<file path="src/pkg/axis_ref_pkg.sv">
// Purpose: constants and types for the six-axis reference search block
// Assumes: 100 MHz clock; command frames arrive one byte per strobe
// Notes: positions are counted in microsteps; registers sit on APB
package axis_ref_pkg;
    localparam int AXES = 6;
    localparam logic [3:0] LAST_BYTE = 4'h8;
    localparam logic [7:0] CMD_SET_PARAMS = 8'h15;
    localparam logic [7:0] CMD_BEGIN_HOMING = 8'h23;
    localparam int B_ADDR = 0;
    localparam int B_CMD = 1;
    localparam int B_AXIS = 2;
    localparam int B_LEN0 = 3;
    localparam int B_LEN1 = 4;
    localparam int B_LEN2 = 5;
    localparam int B_P5 = 7;
    localparam int F_LEFT = 4;
    localparam int F_STOPREF = 6;
    localparam int F_POL = 6;
    localparam int F_MECH = 2;
    localparam int USTEP_SHIFT = 4;
    localparam int CLK_NS = 10;
    localparam int STEP_NS = 1000;
    localparam int STEP_CYC = (STEP_NS + CLK_NS - 1) / CLK_NS;
    localparam logic [11:0] ADDR_STATUS = 12'h000;
    localparam logic [11:0] ADDR_MASK = 12'h004;
    localparam logic [11:0] ADDR_ROTATE = 12'h008;
    localparam logic [11:0] ADDR_STATE = 12'h00c;
    localparam logic [11:0] ADDR_POS = 12'h010;
    localparam logic [11:0] ADDR_FULL = 12'h030;
    localparam int STATE_REF_LSB = 8;
    localparam logic [6:0] SEG_8 = 7'h7f;
    localparam logic [6:0] SEG_C = 7'h39;
    localparam logic [6:0] SEG_F = 7'h71;
    localparam logic [6:0] SEG_0 = 7'h3f;

    typedef struct packed {
        logic psel;
        logic penable;
        logic pwrite;
        logic [11:0] paddr;
        logic [31:0] pwdata;
    } apb_req_t;

    typedef struct packed {
        logic [31:0] prdata;
        logic pready;
        logic pslverr;
    } apb_rsp_t;

    typedef enum logic {SEARCH_IDLE = 1'b0, SEARCH_RUN = 1'b1} search_st_t;

    typedef struct packed {
        search_st_t st;
        logic left;
        logic pol;
        logic stopref;
        logic mech;
        logic rot;
        logic referenced;
        logic step;
        logic dir;
        logic [23:0] lim;
        logic [23:0] pos;
        logic [25:0] travel;
        logic [15:0] timer;
    } axis_t;

    typedef struct packed {
        axis_t [AXES-1:0] ax;
        logic [3:0] cnt;
        logic [7:0][7:0] fbuf;
        logic [2*AXES-1:0] status;
        logic [2*AXES-1:0] mask;
        apb_rsp_t rsp;
        logic irq;
        logic [6:0] seg;
        logic dp;
        logic [AXES-1:0] decay;
    } state_t;
endpackage

</file>
<file path="src/rtl/axis_reference_search.sv">
// Purpose: per-axis reference search, end switches and indicator
// Assumes: inputs synchronous to clock_in; one APB wait state
// Notes: one step pulse per step period while a search runs and drv_enable_in is high
//
// Added by the designer: the APB slave port and the address map.
`timescale 1ns/1ps
module axis_reference_search #(
    parameter int STEP_CYCLES = axis_ref_pkg::STEP_CYC
) (
    input wire logic clock_in,
    input wire logic arst_n_in,
    input wire axis_ref_pkg::apb_req_t apb_in,
    output axis_ref_pkg::apb_rsp_t apb_out,
    input wire logic [7:0] rx_byte_in,
    input wire logic rx_valid_in,
    input wire logic rx_break_in,
    input wire logic [7:0] unit_addr_in,
    input wire logic [axis_ref_pkg::AXES-1:0] ref_in,
    input wire logic [axis_ref_pkg::AXES-1:0] stop_left_in,
    input wire logic [axis_ref_pkg::AXES-1:0] stop_right_in,
    input wire logic drv_enable_in,
    input wire logic decay_off_odd_group_in,
    input wire logic decay_off_even_group_in,
    input wire logic [1:0] fault_code_in,
    output logic [axis_ref_pkg::AXES-1:0] step_out,
    output logic [axis_ref_pkg::AXES-1:0] dir_out,
    output logic [axis_ref_pkg::AXES-1:0] mixed_decay_out,
    output logic [6:0] seg_out,
    output logic seg_dp_out,
    output logic irq_out
);
    localparam logic [15:0] STEP_LAST = 16'(STEP_CYCLES - 1);

    axis_ref_pkg::state_t q;
    axis_ref_pkg::state_t n;
    logic frame_done;
    logic apb_first;
    logic apb_last;

    // ==========================================================
    // decode helpers
    function automatic logic [3:0] slot(input logic [11:0] a, input logic [11:0] base);
        logic [11:0] off;
        off = a - base;
        if (a >= base && off < 12'(4 * axis_ref_pkg::AXES) && off[1:0] == 2'b00) begin
            return off[5:2];
        end
        return 4'hf;
    endfunction

    function automatic logic [6:0] seg_digit(input logic [3:0] d);
        unique case (d)
            4'h0: return axis_ref_pkg::SEG_0;
            4'h1: return 7'h06;
            4'h2: return 7'h5b;
            4'h3: return 7'h4f;
            4'h4: return 7'h66;
            4'h5: return 7'h6d;
            4'h6: return 7'h7d;
            default: return axis_ref_pkg::SEG_8;
        endcase
    endfunction

    // returns {slave error, read data}
    function automatic logic [32:0] read_word(input axis_ref_pkg::state_t s, input logic [11:0] a);
        logic [31:0] d;
        logic [3:0] ps;
        logic [3:0] fs;
        d = '0;
        ps = slot(a, axis_ref_pkg::ADDR_POS);
        fs = slot(a, axis_ref_pkg::ADDR_FULL);
        if (a == axis_ref_pkg::ADDR_STATUS) begin
            d[2*axis_ref_pkg::AXES-1:0] = s.status;
        end else if (a == axis_ref_pkg::ADDR_MASK) begin
            d[2*axis_ref_pkg::AXES-1:0] = s.mask;
        end else if (a == axis_ref_pkg::ADDR_ROTATE) begin
            for (int i = 0; i < axis_ref_pkg::AXES; i++) begin
                d[i] = s.ax[i].rot;
            end
        end else if (a == axis_ref_pkg::ADDR_STATE) begin
            for (int i = 0; i < axis_ref_pkg::AXES; i++) begin
                d[i] = (s.ax[i].st == axis_ref_pkg::SEARCH_RUN);
                d[axis_ref_pkg::STATE_REF_LSB + i] = s.ax[i].referenced;
            end
        end else if (ps != 4'hf) begin
            d[23:0] = s.ax[ps].pos;
        end else if (fs != 4'hf) begin
            d[23:0] = s.ax[fs].pos >> axis_ref_pkg::USTEP_SHIFT;
        end else begin
            return {1'b1, 32'h0000_0000};
        end
        return {1'b0, d};
    endfunction

    assign frame_done = rx_valid_in && !rx_break_in && q.cnt == axis_ref_pkg::LAST_BYTE
                        && q.fbuf[axis_ref_pkg::B_ADDR] == unit_addr_in;
    assign apb_first = apb_in.psel && apb_in.penable && !q.rsp.pready;
    assign apb_last = apb_in.psel && apb_in.penable && q.rsp.pready;

    // ==========================================================
    // next state
    always_comb begin
        logic ract;
        logic lstop;
        logic blk;
        logic fin;
        logic [3:0] act;
        logic [32:0] rd;
        ract = 1'b0;
        lstop = 1'b0;
        blk = 1'b0;
        fin = 1'b0;
        act = 4'h0;
        rd = read_word(q, apb_in.paddr);
        n = q;
        n.rsp.pready = 1'b0;
        n.rsp.pslverr = 1'b0;

        // bus: answer one cycle after the access phase starts
        if (apb_first) begin
            n.rsp.pready = 1'b1;
            n.rsp.pslverr = rd[32];
            n.rsp.prdata = rd[31:0];
        end
        if (apb_last && apb_in.pwrite && !q.rsp.pslverr) begin
            if (apb_in.paddr == axis_ref_pkg::ADDR_MASK) begin
                n.mask = apb_in.pwdata[2*axis_ref_pkg::AXES-1:0];
            end
            if (apb_in.paddr == axis_ref_pkg::ADDR_ROTATE) begin
                for (int i = 0; i < axis_ref_pkg::AXES; i++) begin
                    n.ax[i].rot = apb_in.pwdata[i];
                end
            end
        end
        // clear only what the read returned; events after it survive
        if (apb_last && !apb_in.pwrite && apb_in.paddr == axis_ref_pkg::ADDR_STATUS) begin
            n.status = q.status & ~q.rsp.prdata[2*axis_ref_pkg::AXES-1:0];
        end

        // frame assembly; a break throws away a partial frame
        if (rx_break_in) begin
            n.cnt = 4'h0;
        end else if (rx_valid_in) begin
            if (q.cnt == axis_ref_pkg::LAST_BYTE) begin
                n.cnt = 4'h0;
            end else begin
                n.fbuf[q.cnt[2:0]] = rx_byte_in;
                n.cnt = q.cnt + 4'h1;
            end
        end

        for (int i = 0; i < axis_ref_pkg::AXES; i++) begin
            n.ax[i].step = 1'b0;
            ract = ref_in[i] ^ q.ax[i].pol;
            lstop = stop_left_in[i] | (q.ax[i].stopref & ract);
            blk = q.ax[i].left ? lstop : stop_right_in[i];
            fin = q.ax[i].mech ? (q.ax[i].travel == 26'h000_0000) : ract;
            unique case (q.ax[i].st)
                axis_ref_pkg::SEARCH_IDLE: begin
                    if (frame_done && q.fbuf[axis_ref_pkg::B_AXIS] == 8'(i)) begin
                        if (q.fbuf[axis_ref_pkg::B_CMD] == axis_ref_pkg::CMD_SET_PARAMS) begin
                            n.ax[i].lim = {q.fbuf[axis_ref_pkg::B_LEN2], q.fbuf[axis_ref_pkg::B_LEN1],
                                           q.fbuf[axis_ref_pkg::B_LEN0]};
                            n.ax[i].left = q.fbuf[axis_ref_pkg::B_P5][axis_ref_pkg::F_LEFT];
                            n.ax[i].stopref = q.fbuf[axis_ref_pkg::B_P5][axis_ref_pkg::F_STOPREF];
                            n.ax[i].pol = rx_byte_in[axis_ref_pkg::F_POL];
                            n.ax[i].mech = rx_byte_in[axis_ref_pkg::F_MECH];
                        end else if (q.fbuf[axis_ref_pkg::B_CMD] == axis_ref_pkg::CMD_BEGIN_HOMING) begin
                            n.ax[i].st = axis_ref_pkg::SEARCH_RUN;
                            n.ax[i].referenced = 1'b0;
                            n.ax[i].timer = 16'h0000;
                            n.ax[i].dir = !q.ax[i].left;
                            n.ax[i].travel = {2'b00, q.ax[i].lim} + {4'h0, q.ax[i].lim[23:2]};
                        end
                    end
                end
                axis_ref_pkg::SEARCH_RUN: begin
                    if (!drv_enable_in) begin
                        n.ax[i].timer = q.ax[i].timer;
                    end else if (fin) begin
                        n.ax[i].st = axis_ref_pkg::SEARCH_IDLE;
                        n.ax[i].pos = 24'h00_0000;
                        n.ax[i].referenced = 1'b1;
                        n.status[i] = 1'b1;
                    end else if (blk) begin
                        n.ax[i].st = axis_ref_pkg::SEARCH_IDLE;
                        n.status[axis_ref_pkg::AXES + i] = 1'b1;
                    end else if (q.ax[i].timer == STEP_LAST) begin
                        n.ax[i].timer = 16'h0000;
                        n.ax[i].step = 1'b1;
                        n.ax[i].travel = q.ax[i].travel - 26'h000_0001;
                        if (q.ax[i].left) begin
                            if (q.ax[i].rot && q.ax[i].pos == 24'h00_0000) begin
                                n.ax[i].pos = q.ax[i].lim - 24'h00_0001;
                            end else begin
                                n.ax[i].pos = q.ax[i].pos - 24'h00_0001;
                            end
                        end else if (q.ax[i].rot && q.ax[i].pos + 24'h00_0001 >= q.ax[i].lim) begin
                            n.ax[i].pos = 24'h00_0000;
                        end else begin
                            n.ax[i].pos = q.ax[i].pos + 24'h00_0001;
                        end
                    end else begin
                        n.ax[i].timer = q.ax[i].timer + 16'h0001;
                    end
                end
            endcase
            if (q.ax[i].st == axis_ref_pkg::SEARCH_RUN) begin
                act = act + 4'h1;
            end
            n.decay[i] = (i % 2 == 0) ? !decay_off_odd_group_in : !decay_off_even_group_in;
        end

        unique case (fault_code_in)
            2'b00: n.seg = seg_digit(act);
            2'b01: n.seg = axis_ref_pkg::SEG_8;
            2'b10: n.seg = axis_ref_pkg::SEG_C;
            2'b11: n.seg = axis_ref_pkg::SEG_F;
        endcase
        n.dp = 1'b0;
        for (int i = 0; i < axis_ref_pkg::AXES; i++) begin
            n.dp = n.dp | n.ax[i].referenced;
        end
        n.irq = |(n.status & n.mask);
    end

    // ==========================================================
    // state register
    always_ff @(posedge clock_in or negedge arst_n_in) begin
        if (!arst_n_in) begin
            q <= '0;
            q.seg <= axis_ref_pkg::SEG_0;
        end else begin
            q <= n;
        end
    end

    // ==========================================================
    // outputs
    assign apb_out = q.rsp;
    assign seg_out = q.seg;
    assign seg_dp_out = q.dp;
    assign irq_out = q.irq;
    for (genvar g = 0; g < axis_ref_pkg::AXES; g++) begin : g_out
        assign step_out[g] = q.ax[g].step;
        assign dir_out[g] = q.ax[g].dir;
        assign mixed_decay_out[g] = q.decay[g];
    end
endmodule

</file>
<file path="config.mk">
export PLATFORM = sky130hd
export DESIGN_NAME = axis_reference_search
export DESIGN_NICKNAME = d
export VERILOG_FILES = /design/src/pkg/axis_ref_pkg.sv /design/src/rtl/axis_reference_search.sv
export SDC_FILE = /design/constraint.sdc
export NUM_CORES = 2
export LEC_CHECK = 0
export ABC_AREA = 1
export BUFFER_PORTS_ARGS = -buffer_cell sky130_fd_sc_hd__buf_2
export CAP_MARGIN = 25
export CORE_ASPECT_RATIO = 1.5
export CORE_MARGIN = 5
export CORE_UTILIZATION = 45
export CTS_CLUSTER_DIAMETER = 150
export CTS_CLUSTER_SIZE = 30
export DETAILED_ROUTE_END_ITERATION = 7
export GPL_TIMING_DRIVEN = 0
export PLACE_DENSITY = 0.7
export RECOVER_POWER = 25
export SLEW_MARGIN = 25
export SYNTH_ARGS = -nofsm -noshare
export SYNTH_HDL_FRONTEND = slang
export SYNTH_SLANG_ARGS = --single-unit
</file>
<file path="constraint.sdc">
create_clock -name clock_in -period 4.3 [get_ports clock_in]
set_input_delay 0.645 -clock clock_in [delete_from_list [all_inputs] [get_ports clock_in]]
set_output_delay 0.645 -clock clock_in [all_outputs]
set_load 0.005 [all_outputs]
</file>
==> impl_metrics.tcl <==
set metrics [dict create \
    status "finished, violations left" \
    violations "max-capacitance violations, max-slew violations" \
    ant_nets 0 \
    max_freq_mhz 241.4 \
    dp_slack_ps -715.2 \
    die_w_um 304.6 \
    crit_chain "buf_2 -> nand3_2 -> nor2_2 -> nand2_1 -> nor2_2 -> nand3_1 -> nor2_1 -> nand2_1 -> nor2_2 -> nand3_1 -> xor2_2 -> inv_1 -> ha_1 -> nand2_1 -> nor3_2 -> nand4_1 -> nand4_1 -> nand2_1 -> inv_2 -> clkbuf_4 -> o21ai_0 -> nand3_1 -> o21ai_0" \
    drc 0 \
    dr.pass1.iters 8 \
    start_util_pct 45.17 \
    cts_sinks 709 \
    syn_area_um2 58590 \
    grtUsageMet1_pct 38.39 \
    track_usage_pct 34.62 \
    synth_top_cell_area_share_pct 30.02 \
    num_rows 162 \
    ys_types 73 \
    use_met3_pct 6.019 \
    yosys.area.top_type "dfrtp_1" \
    cts_buffer_depth 3 \
    hold_path.class "input port to flop" \
    synth_most_common_cell "nand2_1" \
    cts_buffers 27 \
    gr-max-usage-layer "met2" \
    holdPathStages 2 \
    critPathMostFrequentCell "nand2_1" \
    grt_start_max_net_pins 91 \
    async_flop_share_pct 100.0 \
    ys_warn_count 0 \
    maxSlewViolCount 39 \
    ctsHtreeMaxLevel 1 \
    synth-edff-count 0 \
    num_vias 64178 \
    ys_top_cells_by_area "dfrtp_1 (30%), nand2_1 (14%), o21ai_0 (8.1%), inv_1 (7.3%), ha_1 (6.9%)" \
    startpoint_type "flop" \
    core_area_um2 129700 \
    finalSetupViolations 0 \
    post-place-cells 10826 \
    yosysSeqAreaShare_pct 30.29 \
    drtIter0Drc 7019 \
    cellLeakagePower_nw 30.14 \
    max_stage_delay_ps 350 \
    power.density_nw_per_um2 236.5 \
    worst_pin_slew_ps 2285 \
    hpwl_um 199400 \
    port_buffers 121 \
    place_congestion 1.080 \
    hold_start "decay_off_odd_group_in" \
    wl_um 249900 \
    vdd.ir_drop.worst_v 0.0002703 \
    cap_violations 1 \
    cpMaxStageDelayCell "dfrtp_1" \
    clkTransAtPathRegs_ps 130 \
    fill_cells 13487 \
    die_y_um 451.9 \
    reg2reg_slack_ps 160 \
    antenna_found_initial 27 \
    boundaryPins 151 \
    met2_usage_pct 58.42 \
    synth_ff_type "dfrtp_1" \
    finalPower_mw 14.87 \
    setup_ws_ps 157.9 \
    cts_tree "built" \
    grt_pass1_wl_um 368500 \
    stdcell_count 10922 \
    min_period_ps 4142 \
    fin_crit_sh_pct 96.33 \
    crit_path_max_fanout 10 \
    clock-root-buffer "clkbuf_16" \
    post_drt_wl_per_cell_um 22.88 \
    clk_latency_ps 730 \
    synth_seq_cells 709 \
    crit_required_ps 4900 \
    rr_endpoint "q[282]" \
    drive_gt1_share_pct 6.035 \
    die_area_um2 137700 \
    synth_common_cells "nand2_1 (2152), inv_1 (1133), o21ai_0 (954), nor2_1 (870), dfrtp_1 (703)" \
    nNetsFinal 9554 \
    clock_skew_ps 38.94 \
    grt-ovfl-total 0 \
    via_per_inst 5.876 \
    finalHoldWorstSlack_ps 56.78 \
    syn2layout_area_growth_pct 7.320 \
    postSynthAreaPerCell_um2 6.539 \
    syn_inst 8961 \
    worstPathArrival_ps 4740 \
    slew_headroom_pct -52.33 \
    reg2regPathDepth 23 \
    timing.rr.start "q[284]" \
    holdPathEnd "mixed_decay_out[4]" \
    crit_path_end_kind "flop" \
    grt_pass1_vias 60636 \
    hold_viol 0 \
    crit_type "flop to flop" \
]
## stage by stage
step           area [µm²]  setup TNS, ps  utilization [%]
3_3_place_gp        61380       -9251610            47.32
2_1_floorplan       58620              0                -
5_1_grt             62770         -44.93            48.39
3_5_place_dp        61750         -22070            47.60
6_report            62880              0            48.47
4_1_cts             62570              0            48.23
## placed cells by master (no fill, tap or decap), types with 63 or more instances in the layout
cell type     n
a21oi_1     565
buf_2       206
buf_4        70
clkbuf_1    149
dfrtp_1     694
ha_1        321
inv_1      1126
nand2_1    2148
nand3_1     614
nand4_1     221
nor2_1      855
nor3_1      183
nor4_1       63
o211ai_1     72
o21ai_0     950
o21ai_1      68
xor2_1      170
## registers in the layout, indices dropped and copies added (netlist names), named ones only
name	cells
seg_dp_out	1
q	610
step_out	6
irq_out	1
seg_out	7
apb_out	26
mixed_decay_out	2
dir_out	6
## layer usage
metal,vias up,wire [µm]
li1,30128,-
met1,30051,90450
met2,3096,116800
met3,901,18080
met4,2,24520
met5,-,14
## worst max-delay path, delay by kind of cell (launching register included)
kind / cells / cell delay, ps
AOI/OAI and AO/OA: 2 / 220
buffers and inverters: 4 / 660
adders and majority gates: 1 / 290
xor gates and xnor gates: 1 / 200
and+or+nand+nor: 15 / 2290
DFF: 1 / 350
## kinds of logic after synthesis
family          count (synthesis)  synth area share (%)
mux                             6                0.1068
simple gates                 4275                 31.33
flops                         709                 30.29
other cells                     1              0.006400
buf+inv                      1509                 10.32
fa+ha+maj                     327                 7.060
compound gates               1929                 17.82
xor+xnor                      205                 3.064
## where the power goes
group | internal (mW) | switching [mW]
Clock | 1.18 | 2.38
Combinational | 1.06 | 2.70
Sequential | 7.08 | 0.480
## area by class of cell
cell class / instances / area [µm²] / area share (%)
inverters: 1177 / 4444 / 7.068
flip-flops and latches: 709 / 17760 / 28.24
repair buffers: 142 / 989.7 / 1.574
repair inverters: 1 / 5.005 / 0.007959
clock buffers: 37 / 713.2 / 1.134
diodes: 54 / 135.1 / 0.2149
well taps: 1722 / 2155 / 3.426
multi-input cells: 6750 / 35020 / 55.68
clock inverters: 1 / 16.27 / 0.02587
plain buffers: 329 / 1648 / 2.620
## worst max path at each step
| stage | from | endpoint | slack (ps) | cells past startpoint |
|---|---|---|---|---|
| floorplan | q[338] | seg_out[0] | 680 | 20 |
| global placement | arst_n_in | q[578] | -13240 | 1 |
| detailed placement | q[338] | seg_out[0] | -720 | 20 |
| CTS | q[285] | q[282] | 7 | 22 |
| global route | q[678] | q[701] | -10 | 23 |
| finish | q[284] | q[282] | 160 | 23 |
## what timing repair did
action                                  4_1_cts  5_1_grt
pin swaps                                     0        1
hold buffers                                  1        0
gates cloned                                  0        1
endpoints found under the setup margin      104      139
resized for setup                            28       60
buffers inserted                              2        3
hold endpoints to repair                     38        0
(Power assumes the default switching activity.)
